## src/pkg/ccr_pkg.sv

```systemverilog
package ccr_pkg;

  // ----------------------------------------
  // slave address and register map
  // ----------------------------------------
  localparam logic [6:0] SLAVE_ADDR     = 7'h07;
  localparam logic [7:0] OFS_INPUT_SRC  = 8'h00;
  localparam logic [7:0] OFS_POWER_ON   = 8'h01;
  localparam logic [7:0] OFS_CHG_CURR   = 8'h02;
  localparam logic [7:0] OFS_DSCHG_TERM = 8'h03;
  localparam logic [7:0] OFS_STATUS     = 8'h08;
  localparam logic [7:0] OFS_FAULT      = 8'h09;
  localparam logic [7:0] OFS_ADDR_CFG   = 8'h0a;
  localparam int         NUM_REGS       = 11;

  // ----------------------------------------
  // power-on values
  // ----------------------------------------
  localparam logic [7:0] RST_INPUT_SRC  = 8'h9f;
  localparam logic [7:0] RST_POWER_ON   = 8'hac;
  localparam logic [7:0] RST_CHG_CURR   = 8'h0f;
  localparam logic [7:0] RST_DSCHG_TERM = 8'h91;
  localparam logic [7:0] RST_CHG_VOLT   = 8'ha3;
  localparam logic [7:0] RST_TERM_TMR   = 8'h3a;
  localparam logic [7:0] RST_MISC       = 8'hc0;
  localparam logic [7:0] RST_SYS_VREG   = 8'h39;
  localparam logic [7:0] RST_STATUS     = 8'h40;
  localparam logic [7:0] RST_FAULT      = 8'h00;
  localparam logic [7:0] RST_ADDR_CFG   = 8'he0;

  // ----------------------------------------
  // field positions
  // ----------------------------------------
  localparam int POS_VFLOOR_LSB  = 4;
  localparam int POS_REG_RESET   = 7;
  localparam int POS_DGL_LSB     = 6;
  localparam int POS_OFF_DUR     = 5;
  localparam int POS_HIGHZ       = 4;
  localparam int POS_INHIBIT     = 3;
  localparam int POS_DCAP_LSB    = 4;

  typedef enum logic [3:0] {
    CCR_IDLE, CCR_ADDR, CCR_ADDR_ACK, CCR_OFS, CCR_OFS_ACK,
    CCR_WDATA, CCR_WDATA_ACK, CCR_RDATA, CCR_RDATA_ACK, CCR_IGNORE
  } ccr_state_e;

  // decoded settings driven to the charger core
  typedef struct packed {
    logic [3:0] input_voltage_floor;
    logic [3:0] input_current_cap;
    logic [1:0] disconnect_debounce_sel;
    logic       off_duration_sel;
    logic       input_highz_enable;
    logic       charge_inhibit;
    logic [2:0] battery_cutoff_threshold;
    logic [5:0] fast_charge_current;
    logic [3:0] discharge_current_cap;
    logic [3:0] termination_current;
  } ccr_cfg_s;

  typedef logic [NUM_REGS-1:0][7:0] ccr_regs_t;

  typedef struct packed {
    logic [1:0] scl_sync;
    logic [1:0] sda_sync;
    logic       scl_q;
    logic       sda_q;
    ccr_state_e state;
    logic [3:0] bit_cnt;
    logic [7:0] shreg;
    logic [7:0] offset;
    logic       is_read;
    logic       sda_oe;
    ccr_regs_t  regs;
    ccr_cfg_s   cfg;
  } ccr_state_s;

endpackage : ccr_pkg

```

## src/verilog/ccr_register_bank.sv

```systemverilog
// Functional notes
// - Respond only to 7-bit slave address 07H; other addresses are ignored.
// - Eleven 8-bit registers 0x00-0x0A; 0x08 read-only, 0x0A not host accessible.
// - Power-on defaults 9F AC 0F 91 A3 3A C0 39 40 00 E0.
// - Register 0x00 bits 7:4 hold the input voltage floor, default 1001.
// - Register 0x00 bits 3:0 hold the input current cap, default 1111.
// - Writing 1 to 0x02 bit 7 restores all register defaults; bit reads 0.
// - Register 0x01 bits 7:6 select alert-low debounce 8/12/16/20 s.
// - Register 0x01 bit 5 selects battery off duration 2 s or 4 s.
// - Register 0x01 bit 4 enables input high-impedance, regulator switch only.
// - Register 0x01 bit 3 is charge inhibit, power-on value 1.
// - Register 0x01 bits 2:0 hold the battery cutoff threshold, default 100.
// - Register 0x02 bits 5:0 hold fast charge current, default 001111.
// - Register 0x03 holds discharge cap (7:4) and termination current (3:0).
// - Undefined register offset is answered with NACK and return to idle.
// - Reads are one byte: write address, offset, repeated start, read, NACK, stop.
module ccr_register_bank (
  // clock and reset
  input  wire logic             i_clk,
  input  wire logic             i_sys_rst,
  // serial pins, open drain
  input  wire logic             i_scl,
  input  wire logic             i_sda,
  output logic                  o_sda_out,
  output logic                  o_sda_oe,
  // charger core side
  input  wire logic [7:0]       i_status,
  input  wire logic [7:0]       i_fault,
  output ccr_pkg::ccr_cfg_s     o_cfg
);
  import ccr_pkg::*;

  ccr_state_s st;
  ccr_state_s next_st;

  // ----------------------------------------
  // helpers
  // ----------------------------------------
  function automatic logic ofs_valid(input logic [7:0] ofs);
    return ofs < 8'(NUM_REGS) && ofs != OFS_ADDR_CFG;
  endfunction : ofs_valid

  function automatic ccr_regs_t defaults();
    ccr_regs_t r;
    r = '0;
    r[0]  = RST_INPUT_SRC;
    r[1]  = RST_POWER_ON;
    r[2]  = RST_CHG_CURR;
    r[3]  = RST_DSCHG_TERM;
    r[4]  = RST_CHG_VOLT;
    r[5]  = RST_TERM_TMR;
    r[6]  = RST_MISC;
    r[7]  = RST_SYS_VREG;
    r[8]  = RST_STATUS;
    r[9]  = RST_FAULT;
    r[10] = RST_ADDR_CFG;
    return r;
  endfunction : defaults

  function automatic ccr_cfg_s decode(input ccr_regs_t r);
    ccr_cfg_s c;
    c = '0;
    c.input_voltage_floor      = r[0][7:POS_VFLOOR_LSB];
    c.input_current_cap        = r[0][POS_VFLOOR_LSB-1:0];
    c.disconnect_debounce_sel  = r[1][7:POS_DGL_LSB];
    c.off_duration_sel         = r[1][POS_OFF_DUR];
    c.input_highz_enable       = r[1][POS_HIGHZ];
    c.charge_inhibit           = r[1][POS_INHIBIT];
    c.battery_cutoff_threshold = r[1][POS_INHIBIT-1:0];
    c.fast_charge_current      = r[2][5:0];
    c.discharge_current_cap    = r[3][7:POS_DCAP_LSB];
    c.termination_current      = r[3][POS_DCAP_LSB-1:0];
    return c;
  endfunction : decode

  logic scl_rise;
  logic scl_fall;
  logic start_cond;
  logic stop_cond;
  logic byte_done;

  always_comb begin
    scl_rise   = st.scl_sync[1] & ~st.scl_q;
    scl_fall   = ~st.scl_sync[1] & st.scl_q;
    start_cond = st.scl_sync[1] & st.scl_q & st.sda_q & ~st.sda_sync[1];
    stop_cond  = st.scl_sync[1] & st.scl_q & ~st.sda_q & st.sda_sync[1];
    byte_done  = scl_fall && st.bit_cnt == 4'h8 && !start_cond && !stop_cond;
  end

  // ----------------------------------------
  // serial slave and register file
  // ----------------------------------------
  always_comb begin
    next_st = st;
    next_st.scl_sync = {st.scl_sync[0], i_scl};
    next_st.sda_sync = {st.sda_sync[0], i_sda};
    next_st.scl_q    = st.scl_sync[1];
    next_st.sda_q    = st.sda_sync[1];
    if (start_cond) begin
      next_st.state   = CCR_ADDR;
      next_st.bit_cnt = '0;
      next_st.sda_oe  = 1'b0;
    end else if (stop_cond) begin
      next_st.state  = CCR_IDLE;
      next_st.sda_oe = 1'b0;
    end else begin
      unique case (st.state)
        CCR_IDLE, CCR_IGNORE: begin
          next_st.sda_oe = 1'b0;
        end
        CCR_ADDR, CCR_OFS, CCR_WDATA: begin
          if (scl_rise) begin
            next_st.shreg   = {st.shreg[6:0], st.sda_sync[1]};
            next_st.bit_cnt = st.bit_cnt + 4'h1;
          end
          if (scl_fall && st.bit_cnt == 4'h8) begin
            next_st.bit_cnt = '0;
            if (st.state == CCR_ADDR) begin
              if (st.shreg[7:1] == SLAVE_ADDR) begin
                next_st.is_read = st.shreg[0];
                next_st.sda_oe  = 1'b1;
                next_st.state   = CCR_ADDR_ACK;
              end else begin
                next_st.state = CCR_IGNORE;
              end
            end else if (st.state == CCR_OFS) begin
              next_st.offset = st.shreg;
              if (ofs_valid(st.shreg)) begin
                next_st.sda_oe = 1'b1;
                next_st.state  = CCR_OFS_ACK;
              end else begin
                next_st.state = CCR_IDLE;
              end
            end else begin
              next_st.sda_oe = 1'b1;
              next_st.state  = CCR_WDATA_ACK;
              if (st.offset == OFS_CHG_CURR && st.shreg[POS_REG_RESET]) begin
                next_st.regs = defaults();
              end else if (st.offset != OFS_STATUS && st.offset != OFS_ADDR_CFG) begin
                next_st.regs[st.offset[3:0]] = st.shreg;
              end
            end
          end
        end
        CCR_ADDR_ACK, CCR_OFS_ACK, CCR_WDATA_ACK: begin
          if (scl_fall) begin
            next_st.sda_oe = 1'b0;
            if (st.state == CCR_ADDR_ACK && st.is_read) begin
              next_st.shreg  = st.regs[st.offset[3:0]];
              next_st.sda_oe = ~st.regs[st.offset[3:0]][7];
              next_st.state  = CCR_RDATA;
            end else if (st.state == CCR_ADDR_ACK) begin
              next_st.state = CCR_OFS;
            end else if (st.state == CCR_OFS_ACK) begin
              next_st.state = CCR_WDATA;
            end else begin
              next_st.state = CCR_IGNORE;   // single write only
            end
          end
        end
        CCR_RDATA: begin
          if (scl_fall) begin
            next_st.bit_cnt = st.bit_cnt + 4'h1;
            if (st.bit_cnt == 4'h7) begin
              next_st.sda_oe = 1'b0;
              next_st.state  = CCR_RDATA_ACK;
            end else begin
              next_st.shreg  = {st.shreg[6:0], 1'b0};
              next_st.sda_oe = ~st.shreg[6];
            end
          end
        end
        CCR_RDATA_ACK: begin
          // one byte per read whatever the master answers
          if (scl_fall) begin
            next_st.state = CCR_IGNORE;
          end
        end
      endcase
    end
    // core bits applied last: neither a host write nor a register reset may mask them
    next_st.regs[8] = i_status;
    next_st.regs[9] = next_st.regs[9] | i_fault;
    next_st.cfg = decode(next_st.regs);
  end

  always_ff @(posedge i_clk) begin
    if (i_sys_rst) begin
      st          <= '0;
      st.scl_sync <= 2'b11;
      st.sda_sync <= 2'b11;
      st.scl_q    <= 1'b1;
      st.sda_q    <= 1'b1;
      st.state    <= CCR_IDLE;
      st.regs     <= defaults();
      st.cfg      <= decode(defaults());
    end else begin
      st <= next_st;
    end
  end

  assign o_sda_out = 1'b0;
  assign o_sda_oe  = st.sda_oe;
  assign o_cfg     = st.cfg;
endmodule : ccr_register_bank

```

## config.mk

```make
export PLATFORM = sky130hd
export DESIGN_NAME = ccr_register_bank
export DESIGN_NICKNAME = d
export VERILOG_FILES = /design/src/pkg/ccr_pkg.sv /design/src/verilog/ccr_register_bank.sv
export SDC_FILE = /design/constraint.sdc
export NUM_CORES = 1
export LEC_CHECK = 0
export ABC_AREA = 1
export CAP_MARGIN = 20
export CORE_UTILIZATION = 60
export DETAILED_ROUTE_END_ITERATION = 8
export DONT_BUFFER_PORTS = 1
export PLACE_DENSITY_LB_ADDON = 0.12
export SLEW_MARGIN = 30
export SYNTH_ARGS = -nofsm -noshare
export SYNTH_HDL_FRONTEND = slang
export SYNTH_SLANG_ARGS = --single-unit
```

## constraint.sdc

```tcl
create_clock -name i_clk -period 2.4 [get_ports i_clk]
set_clock_uncertainty 0.15 [all_clocks]
set_input_delay 0.48 -clock i_clk [delete_from_list [all_inputs] [get_ports i_clk]]
set_output_delay 0.48 -clock i_clk [all_outputs]
set_load 0.02 [all_outputs]
```

==> results of run 1 <==
-- worst reg2reg max path, delay by kind of cell (launching register included) --
kind,cells,cell delay [ns]
buf+inv,4,0.42
fa+ha+maj,1,0.19
simple gates,6,0.87
flops,1,0.37
compound gates,1,0.17
-- synth_stat cells (all sizes together) --
cell type	instances
a21boi	1
a21oi	97
a31oi	4
buf	49
clkbuf	22
clkinv	1
conb	1
dfxtp	120
ha	2
inv	87
nand2	315
nand3	61
nand3b	3
nand4	26
nor2	86
nor3	2
o211ai	21
o21ai	46
o22ai	1
o311a	1
or2	5
xor2	1
-- where the power goes --
part           switching, W  internal, W
clock              0.000885      0.00204
sequential        0.0000850      0.00206
combinational      0.000531     0.000249
-- repair_timing --
action,in CTS,in global routing
resized for setup,0,1
endpoints found under the setup margin,0,1
hold buffers,19,0
hold endpoints to repair,73,0
-- through the flow --
step           worst slack [ns]  utilization (%)  hold slack [ns]
2_1_floorplan             0.622                -            0.239
3_3_place_gp              0.284             61.0            0.256
3_5_place_dp              0.188             61.0            0.257
4_1_cts                   0.154             69.6           0.0863
5_1_grt                  0.0363             69.6           0.0986
6_report                  0.156             69.6            0.115
-- layer usage --
layer	share of wire, %	global-route usage, %
met5	0	0
met4	4.0	17.2
met3	9.7	10.4
met2	45	56.6
met1	42	46.5
-- layout make-up --
type,count,area (µm²),area share [%]
clock buffer,25,494,6.90
clock inverter,7,185,2.59
inverter,88,337,4.70
multi-input combinational,673,3160,44.2
sequential,120,2400,33.6
tap,136,170,2.38
timing repair buffer,44,408,5.70
-- how the worst min path moves through the flow --
stage | startpoint | slack (ns) | endpoint | cells after the start
3_5_place_dp | next_st[149] | 0.26 | next_st[145] | 1
5_1_grt | i_sys_rst | 0.1 | st[145] | 2
3_3_place_gp | next_st[147] | 0.26 | next_st[144] | 1
6_report | i_sys_rst | 0.12 | st[144] | 2
2_1_floorplan | next_st[147] | 0.24 | next_st[144] | 1
4_1_cts | i_sys_rst | 0.09 | st[145] | 2
-- registers in the layout, indices dropped and copies added (netlist names) --
register,count
st,115
next_st,4
o_sda_oe,1
-- cells by family (layout without fill, tap and decap cells) --
kind of cell / count (synthesis) / after routing
compound gates: 171 / 171
xor+xnor: 1 / 1
fa+ha+maj: 2 / 2
buf+inv: 159 / 164
flops: 120 / 120
other cells: 1 / 1
simple gates: 498 / 498
==> reports/results.ini, run 1 <==
[pwr]
power_density_nw_per_um2 = 816
ir_drop_v = 0.000734
p_total_w = 0.00584
p_leak_nw = 3.16

[logic_synthesis]
synthMuxAreaShare_pct = 0
synth_top_area_cell = dfxtp_1
yosysWarnings = 0
synth.distinct_cells = 36
yosys.area_share.simple_pct = 34.5
ys_ff_latch = 120
ys_seq_area_share_pct = 37.9
synth_fa_ha_area_share_pct = 0.395
synth_top_family_by_area = simple AND/OR/NAND/NOR gates
yosys-top-cells-area = dfxtp_1 (38%), nand2_1 (18%), a21oi_1 (7.7%), nand3_1 (4.8%), inv_1 (4.8%)
synth_top_area_share_pct = 37.9
synth.avg_cell_area_um2 = 6.66
synthCells = 952
synth_compound_area_share_pct = 14.8
synth-xor-area-share_pct = 0.138
synth_fp_nets = 974
netlist_area_um2 = 6340

[routing]
drc = 0
first_iter_violations = 725
totalWireLength_um = 19600
viasPerCell = 5.82
wl_per_cell_um = 17.9
first_pass_iters = 5
vias = 6365
antenna_left = 0

[worst_setup_path]
crit_path_start_kind = register
path_buf_inv = 4
path_common_cell = nand2_1
path_cells = inv_1, ha_1, nand2_1, nand3b_4, inv_2, nand2_2, clkinv_2, nand2_4, inv_6, nand2_1, nand2_1, a21oi_1
worstRegToRegCells = 12
slowest_stage = dfxtp_1
cp-endpoint = st[38]
cp_num_cells = 12
startpoint = st[136]
reg2reg_from = st[136]
cp_data_arrival_time_ns = 2.55
reg2reg_slack_ns = 0.16
critPathRequiredTime_ns = 2.71
crit_fanout = 19
endpoint_kind = register
critical_path.top_delay_family = simple AND/OR/NAND/NOR gates
path_class = reg2reg
slowest_delay_ns = 0.37
r2r-end = st[38]

[sta]
setup_viol = 0
fin_tns_setup_ns = 0
timing.slew.headroom_pct = 47.1
fmax_mhz = 446
post-route-period-util_pct = 93.5
hold_viol = 0
min_period_ns = 2.24
rsz0062_at_grt = false
worst_slew_pin_slew_ns = 0.793
report.final.slew_viol_count = 0

[run]
maxCapViolations = 0

[floorplan]
rows = 37
die_h_um = 105
die_area_um2 = 11000
start_util_pct = 61.7
core-area_um2 = 10300
ioPinCount = 52
die_x_um = 105

[final_layout]
layout_commonest_cell = nand2_1
drive_gt1_share_pct = 10.8
final_cell_mix = nand2_1 (298), dfxtp_1 (120), a21oi_1 (97), inv_1 (81), nor2_1 (73)
final_area_um2 = 7160
nFillCells = 870
fin_nets = 966
stdcell_count = 1093
diodes = 0
area_growth_pct = 13.0

[clock_tree]
clk_pin_slew_ns = 0.06
cts_setup_buffers = 0
clock-sinks = 120
cts_max_level = 4
cts_tree = yes
clock-root-buffer = clkbuf_8
max-clock-path-buffers = 2
insertion_delay_ns = 0.54
numCtsBuffers = 17

[placement]
portBuffers = 0
placed_area_um2 = 6270
dpl.cell_count = 1042
gp_congestion = 0.951
hpwl_um = 13500

[global_routing]
grt_overflow = 0
antenna_found_initial = 0
groute.usage.overall_pct = 36.4
grt_start_max_net_pins = 74
grt_pass1_vias = 6082
grt_pass1_wl_um = 30600

[min_path]
hold_class = in2reg

[status]
status = complete, no violations

(Power assumes the default switching activity.)
==> run 2, diff against run 1 <==
--- a/config.mk
+++ b/config.mk
@@ -11,6 +11,7 @@
 export DETAILED_ROUTE_END_ITERATION = 8
 export DONT_BUFFER_PORTS = 1
 export PLACE_DENSITY_LB_ADDON = 0.12
+export REMOVE_ABC_BUFFERS = 1
 export SLEW_MARGIN = 30
 export SYNTH_ARGS = -nofsm -noshare
 export SYNTH_HDL_FRONTEND = slang
==> run 2 against run 1 <==
Effect of this change:
- final area fell by 0.28%
- maximum frequency down 0.13%
- critical path type unchanged
- critical endpoint is now st[108]
- routed wire length shrank 2.3%
- final cell count is essentially flat
- sequential cell count is the same
- global-route usage is 0.061 points higher
- core utilization is 0.19 points lower
- first-iteration DRC count decreased by 20%
- register-to-register slack barely moved
- largest cell class unchanged
==> reports/results.ini, run 2 (synthesized netlist as in run 1, its figures left out) <==
[worst_setup_path]
path_class = reg2reg
cp_data_arrival_time_ns = 2.55
crit_fanout = 10
crit_path_start_kind = register
critPathRequiredTime_ns = 2.70
endpoint_kind = register

[floorplan]
ioPinCount = 52
core-area_um2 = 10300
rows = 37
die_x_um = 105
die_area_um2 = 11000
die_h_um = 105
start_util_pct = 61.7

[sta]
post-route-period-util_pct = 93.6
timing.slew.headroom_pct = 49.9
setup_viol = 0
min_period_ns = 2.25
rsz0062_at_grt = false
hold_viol = 0
fmax_mhz = 445
worst_slew_pin_slew_ns = 0.751
fin_tns_setup_ns = 0
report.final.slew_viol_count = 0

[routing]
viasPerCell = 5.76
met1Wirelength_um = 7910
totalWireLength_um = 19100
wl_met3_um = 1760
vias = 6298
wl_per_cell_um = 17.5
first_pass_iters = 6
routed.top_layer = met4
first_iter_violations = 578
met2_length_um = 8830
antenna_left = 0
drc = 0

[clock_tree]
insertion_delay_ns = 0.54
clk_pin_slew_ns = 0.06
clock-root-buffer = clkbuf_8
numCtsBuffers = 17
cts_max_level = 4
cts_tree = yes
max-clock-path-buffers = 2
cts_setup_buffers = 0
clock-sinks = 120

[final_layout]
stdcell_count = 1094
regMostFlops = st
drive_gt1_share_pct = 11.3
final_cell_mix = nand2_1 (297), dfxtp_1 (120), a21oi_1 (97), inv_1 (81), nor2_1 (73)
final_area_um2 = 7140
regArea_um2 = 2400
largest_reg_flops = 115
multi_input_area_um2 = 3160
area_growth_pct = 12.7
diodes = 0
nFillCells = 863
layout_commonest_cell = nand2_1
fin_nets = 967

[pwr]
power_density_nw_per_um2 = 805
p_total_w = 0.00575
p_leak_nw = 3.15
ir_drop_v = 0.000735

[placement]
gp_congestion = 0.979
dpl.cell_count = 1043
hpwl_um = 13000
placed_area_um2 = 6270
portBuffers = 0

[global_routing]
grt_pass1_vias = 5941
grt_overflow = 0
grt_pass1_wl_um = 30900
groute.usage.overall_pct = 36.5
antenna_found_initial = 0
grt_start_max_net_pins = 74

[min_path]
hold_class = in2reg

[status]
status = complete, no violations

[run]
maxCapViolations = 0

run 2: cell types whose count changed in the layout (fill, tap and decap cells not counted), sizes merged:
| cell | before | now |
|---|---|---|
| bufinv | 6 | 5 |
| clkbuf | 25 | 21 |
| buf | 26 | 27 |
| clkinv | 2 | 5 |
| clkinvlp | 0 | 2 |
run 2: worst max-delay path, stage by stage (launching register included):
cell and delay [ns]:
dfxtp_1 0.42, inv_1 0.09, ha_1 0.20, nand2_1 0.07
nand3b_4 0.16, inv_2 0.08, nand2_2 0.10, nor2_2 0.05
buf_4 0.18, nand2_1 0.28, nand3_1 0.17, a21oi_1 0.21
run 2: layer usage:
| metal | vias up | track usage [%] |
|---|---|---|
| li1 | 3041 | - |
| met1 | 2874 | 46.9 |
| met2 | 337 | 57.9 |
| met3 | 46 | 8.86 |
| met4 | 0 | 16.7 |
| met5 | - | 0 |
run 2: cell type report:
cell class                      count  share of cell area (%)
Clock buffer                       21                    6.57
Multi-Input combinational cell    673                    44.3
Tap cell                          136                    2.38
Sequential cell                   120                    33.7
Clock inverter                     11                    2.70
Inverter                           88                    4.72
Timing Repair Buffer               45                    5.64
run 2: final timing paths:
| path | end | from | slack, ns | depth (start not counted) |
|---|---|---|---|---|
| max | st[108] | st[136] | 0.15 | 11 |
| min | st[115] | i_sys_rst | 0.13 | 3 |
| max reg2reg | st[108] | st[136] | 0.15 | 11 |
| min reg2reg | next_st[144] | next_st[147] | 0.26 | 1 |
run 2: power by group:
part           switching (W)  total [W]  internal, W
Combinational       0.000514   0.000757     0.000243
Sequential         0.0000946    0.00215      0.00206
Clock               0.000938    0.00284      0.00190
Total                0.00155    0.00575      0.00420
run 2: stage by stage:
step	utilization, %	setup WS, ns	hold WS (ns)
global route	69.5	0.0129	0.117
CTS	69.4	0.158	0.107
floorplan	-	0.229	0.239
finish	69.5	0.153	0.132
detailed placement	61.0	0.247	0.247
global placement	61.0	0.295	0.242
run 2: timing repair:
item | 4_1_cts | 5_1_grt
resized for setup | 0 | 1
hold endpoints to repair | 73 | 0
setup endpoints to repair | 0 | 3
hold buffers | 19 | 0
==> run 3, diff against run 2 <==
==> constraint.sdc (replaced) <==
create_clock -name i_clk -period 2.4 [get_ports i_clk]
set_clock_uncertainty 0.15 [all_clocks]
set_input_delay 0.24 -clock i_clk [delete_from_list [all_inputs] [get_ports i_clk]]
set_output_delay 0.24 -clock i_clk [all_outputs]
set_load 0.02 [all_outputs]
==> run 3 against run 2 <==
Effect of this change:
- sequential power hardly changed
- clock-buffer cell count rose by 5
- maximum frequency up 2.1%
- setup slack better by 0.047 ns
- largest power group unchanged
==> reports/results.ini, run 3 (synthesized netlist as in run 1, its figures left out) <==
[floorplan]
core-area_um2 = 10300
die_h_um = 105
rows = 37
die_area_um2 = 11000
ioPinCount = 52
start_util_pct = 61.7
die_x_um = 105

[placement]
portBuffers = 0
hpwl_um = 13200
placed_area_um2 = 6270
gp_congestion = 0.922

[worst_setup_path]
cp_data_arrival_time_ns = 2.52
reg2reg_slack_ns = 0.20
crit_fanout = 19
crit_path_start_kind = register
critPathRequiredTime_ns = 2.72
slowest_stage = dfxtp_1
path_cells = inv_1, ha_1, nand2_1, nand3b_4, inv_2, nand2_2, clkinv_2, nand2_4, inv_6, nand2_2, nand2_1, a21oi_1
critical_path.top_delay_family = simple AND/OR/NAND/NOR gates
reg2reg_from = st[136]
path_class = reg2reg
worstRegToRegCells = 12
endpoint_kind = register
path_buf_inv = 4
r2r-end = st[111]
slowest_delay_ns = 0.38

[routing]
first_iter_violations = 483
first_pass_iters = 5
vias = 6366
totalWireLength_um = 18900
antenna_left = 0
routed.top_layer = met4
met1Wirelength_um = 7680
viasPerCell = 5.84
wl_per_cell_um = 17.3
drc = 0
met2_length_um = 8650
wl_met3_um = 1860

[clock_tree]
clock-root-buffer = clkbuf_8
cts_setup_buffers = 0
cts_tree = yes
clock-sinks = 120
cts_max_level = 4
numCtsBuffers = 17
max-clock-path-buffers = 2
clk_pin_slew_ns = 0.06
insertion_delay_ns = 0.54

[global_routing]
groute.usage.overall_pct = 35.9
grt_pass1_vias = 5987
grt_pass1_wl_um = 30500
antenna_found_initial = 0
grt_overflow = 0
grt_start_max_net_pins = 75

[run]
maxCapViolations = 0

[final_layout]
drive_gt1_share_pct = 10.5
diodes = 0
regMostFlops = st
final_area_um2 = 7030
final_cell_mix = nand2_1 (297), dfxtp_1 (120), a21oi_1 (97), inv_1 (81), nor2_1 (73)
fin_nets = 967
layout_commonest_cell = nand2_1
largest_reg_flops = 115
area_growth_pct = 10.9

[sta]
hold_viol = 0
worst_slew_pin_slew_ns = 0.749
rsz0062_at_grt = false
min_period_ns = 2.20
post-route-period-util_pct = 91.7
fmax_mhz = 454
holdWs_ns = 0.194
setup_viol = 0
fin_tns_setup_ns = 0
report.final.slew_viol_count = 0
timing.slew.headroom_pct = 50.0

[pwr]
switchingPower_w = 0.00148
power_density_nw_per_um2 = 751
p_seq_share_pct = 40.3
switching_share_pct = 28.0
p_leak_nw = 3.10
intPower_w = 0.00380
pwr-share-comb_pct = 15.0
p_clk_share_pct = 44.7
ir_drop_v = 0.000564

[min_path]
worstHoldStart = i_sda
hold_class = in2reg
holdPathStages = 2
hold_end = next_st[147]

[status]
status = complete, no violations

run 3: cell count changes in the layout (fill, tap and decap cells not counted), moves of 2 or more:
cell	change
bufinv_16	-4
clkinv_4	-2
buf_4	-2
clkbuf_1	+4
clkinvlp_4	-2
run 3: final cells by class:
cell class	count	area [µm²]
sequential	120	2400
fill	899	3250
clock buffer	26	498
multi-input combinational	673	3160
tap	136	170
inverter	88	337
timing repair buffer	45	418
clock inverter	3	40.0
run 3: worst max-delay path by stage:
stage,startpoint,end,slack [ns],cells after the start
6_report,st[136],st[111],0.20,12
2_1_floorplan,st[120],st[30],0.23,6
3_3_place_gp,st[136],st[44],0.28,12
5_1_grt,st[136],st[111],0.007,12
3_5_place_dp,st[136],st[44],0.22,12
4_1_cts,st[136],st[44],0.19,12
run 3: repair_timing:
item,CTS,global route
hold buffers,20,0
endpoints found under the setup margin,0,4
endpoints found under the hold margin,88,0
resized for setup,0,1
run 3: layer usage:
layer | track usage [%] | up-vias
met3 | 10.7 | 67
met1 | 45.1 | 2933
met2 | 55.7 | 337
met5 | 0 | -
li1 | - | 3029
met4 | 18.3 | 0
run 3: stage by stage:
stage / cells / worst slack, ns / util [%] / power, W
floorplan: 881 / 0.229 / - / 0.00258
global placement: 1042 / 0.279 / 61.0 / 0.00287
detailed placement: 1042 / 0.217 / 61.0 / 0.00288
CTS: 1091 / 0.192 / 68.4 / 0.00525
global route: 1091 / 0.00738 / 68.4 / 0.00543
finish: 1091 / 0.200 / 68.4 / 0.00528
run 3: power groups by stage:
stage / Combinational, W / Sequential (W) / Clock [W]
global route: 0.000856 / 0.00213 / 0.00244
CTS: 0.000765 / 0.00212 / 0.00236
floorplan: 0.000395 / 0.00218 / 0
detailed placement: 0.000712 / 0.00217 / 0
global placement: 0.000709 / 0.00216 / 0
finish: 0.000791 / 0.00213 / 0.00236
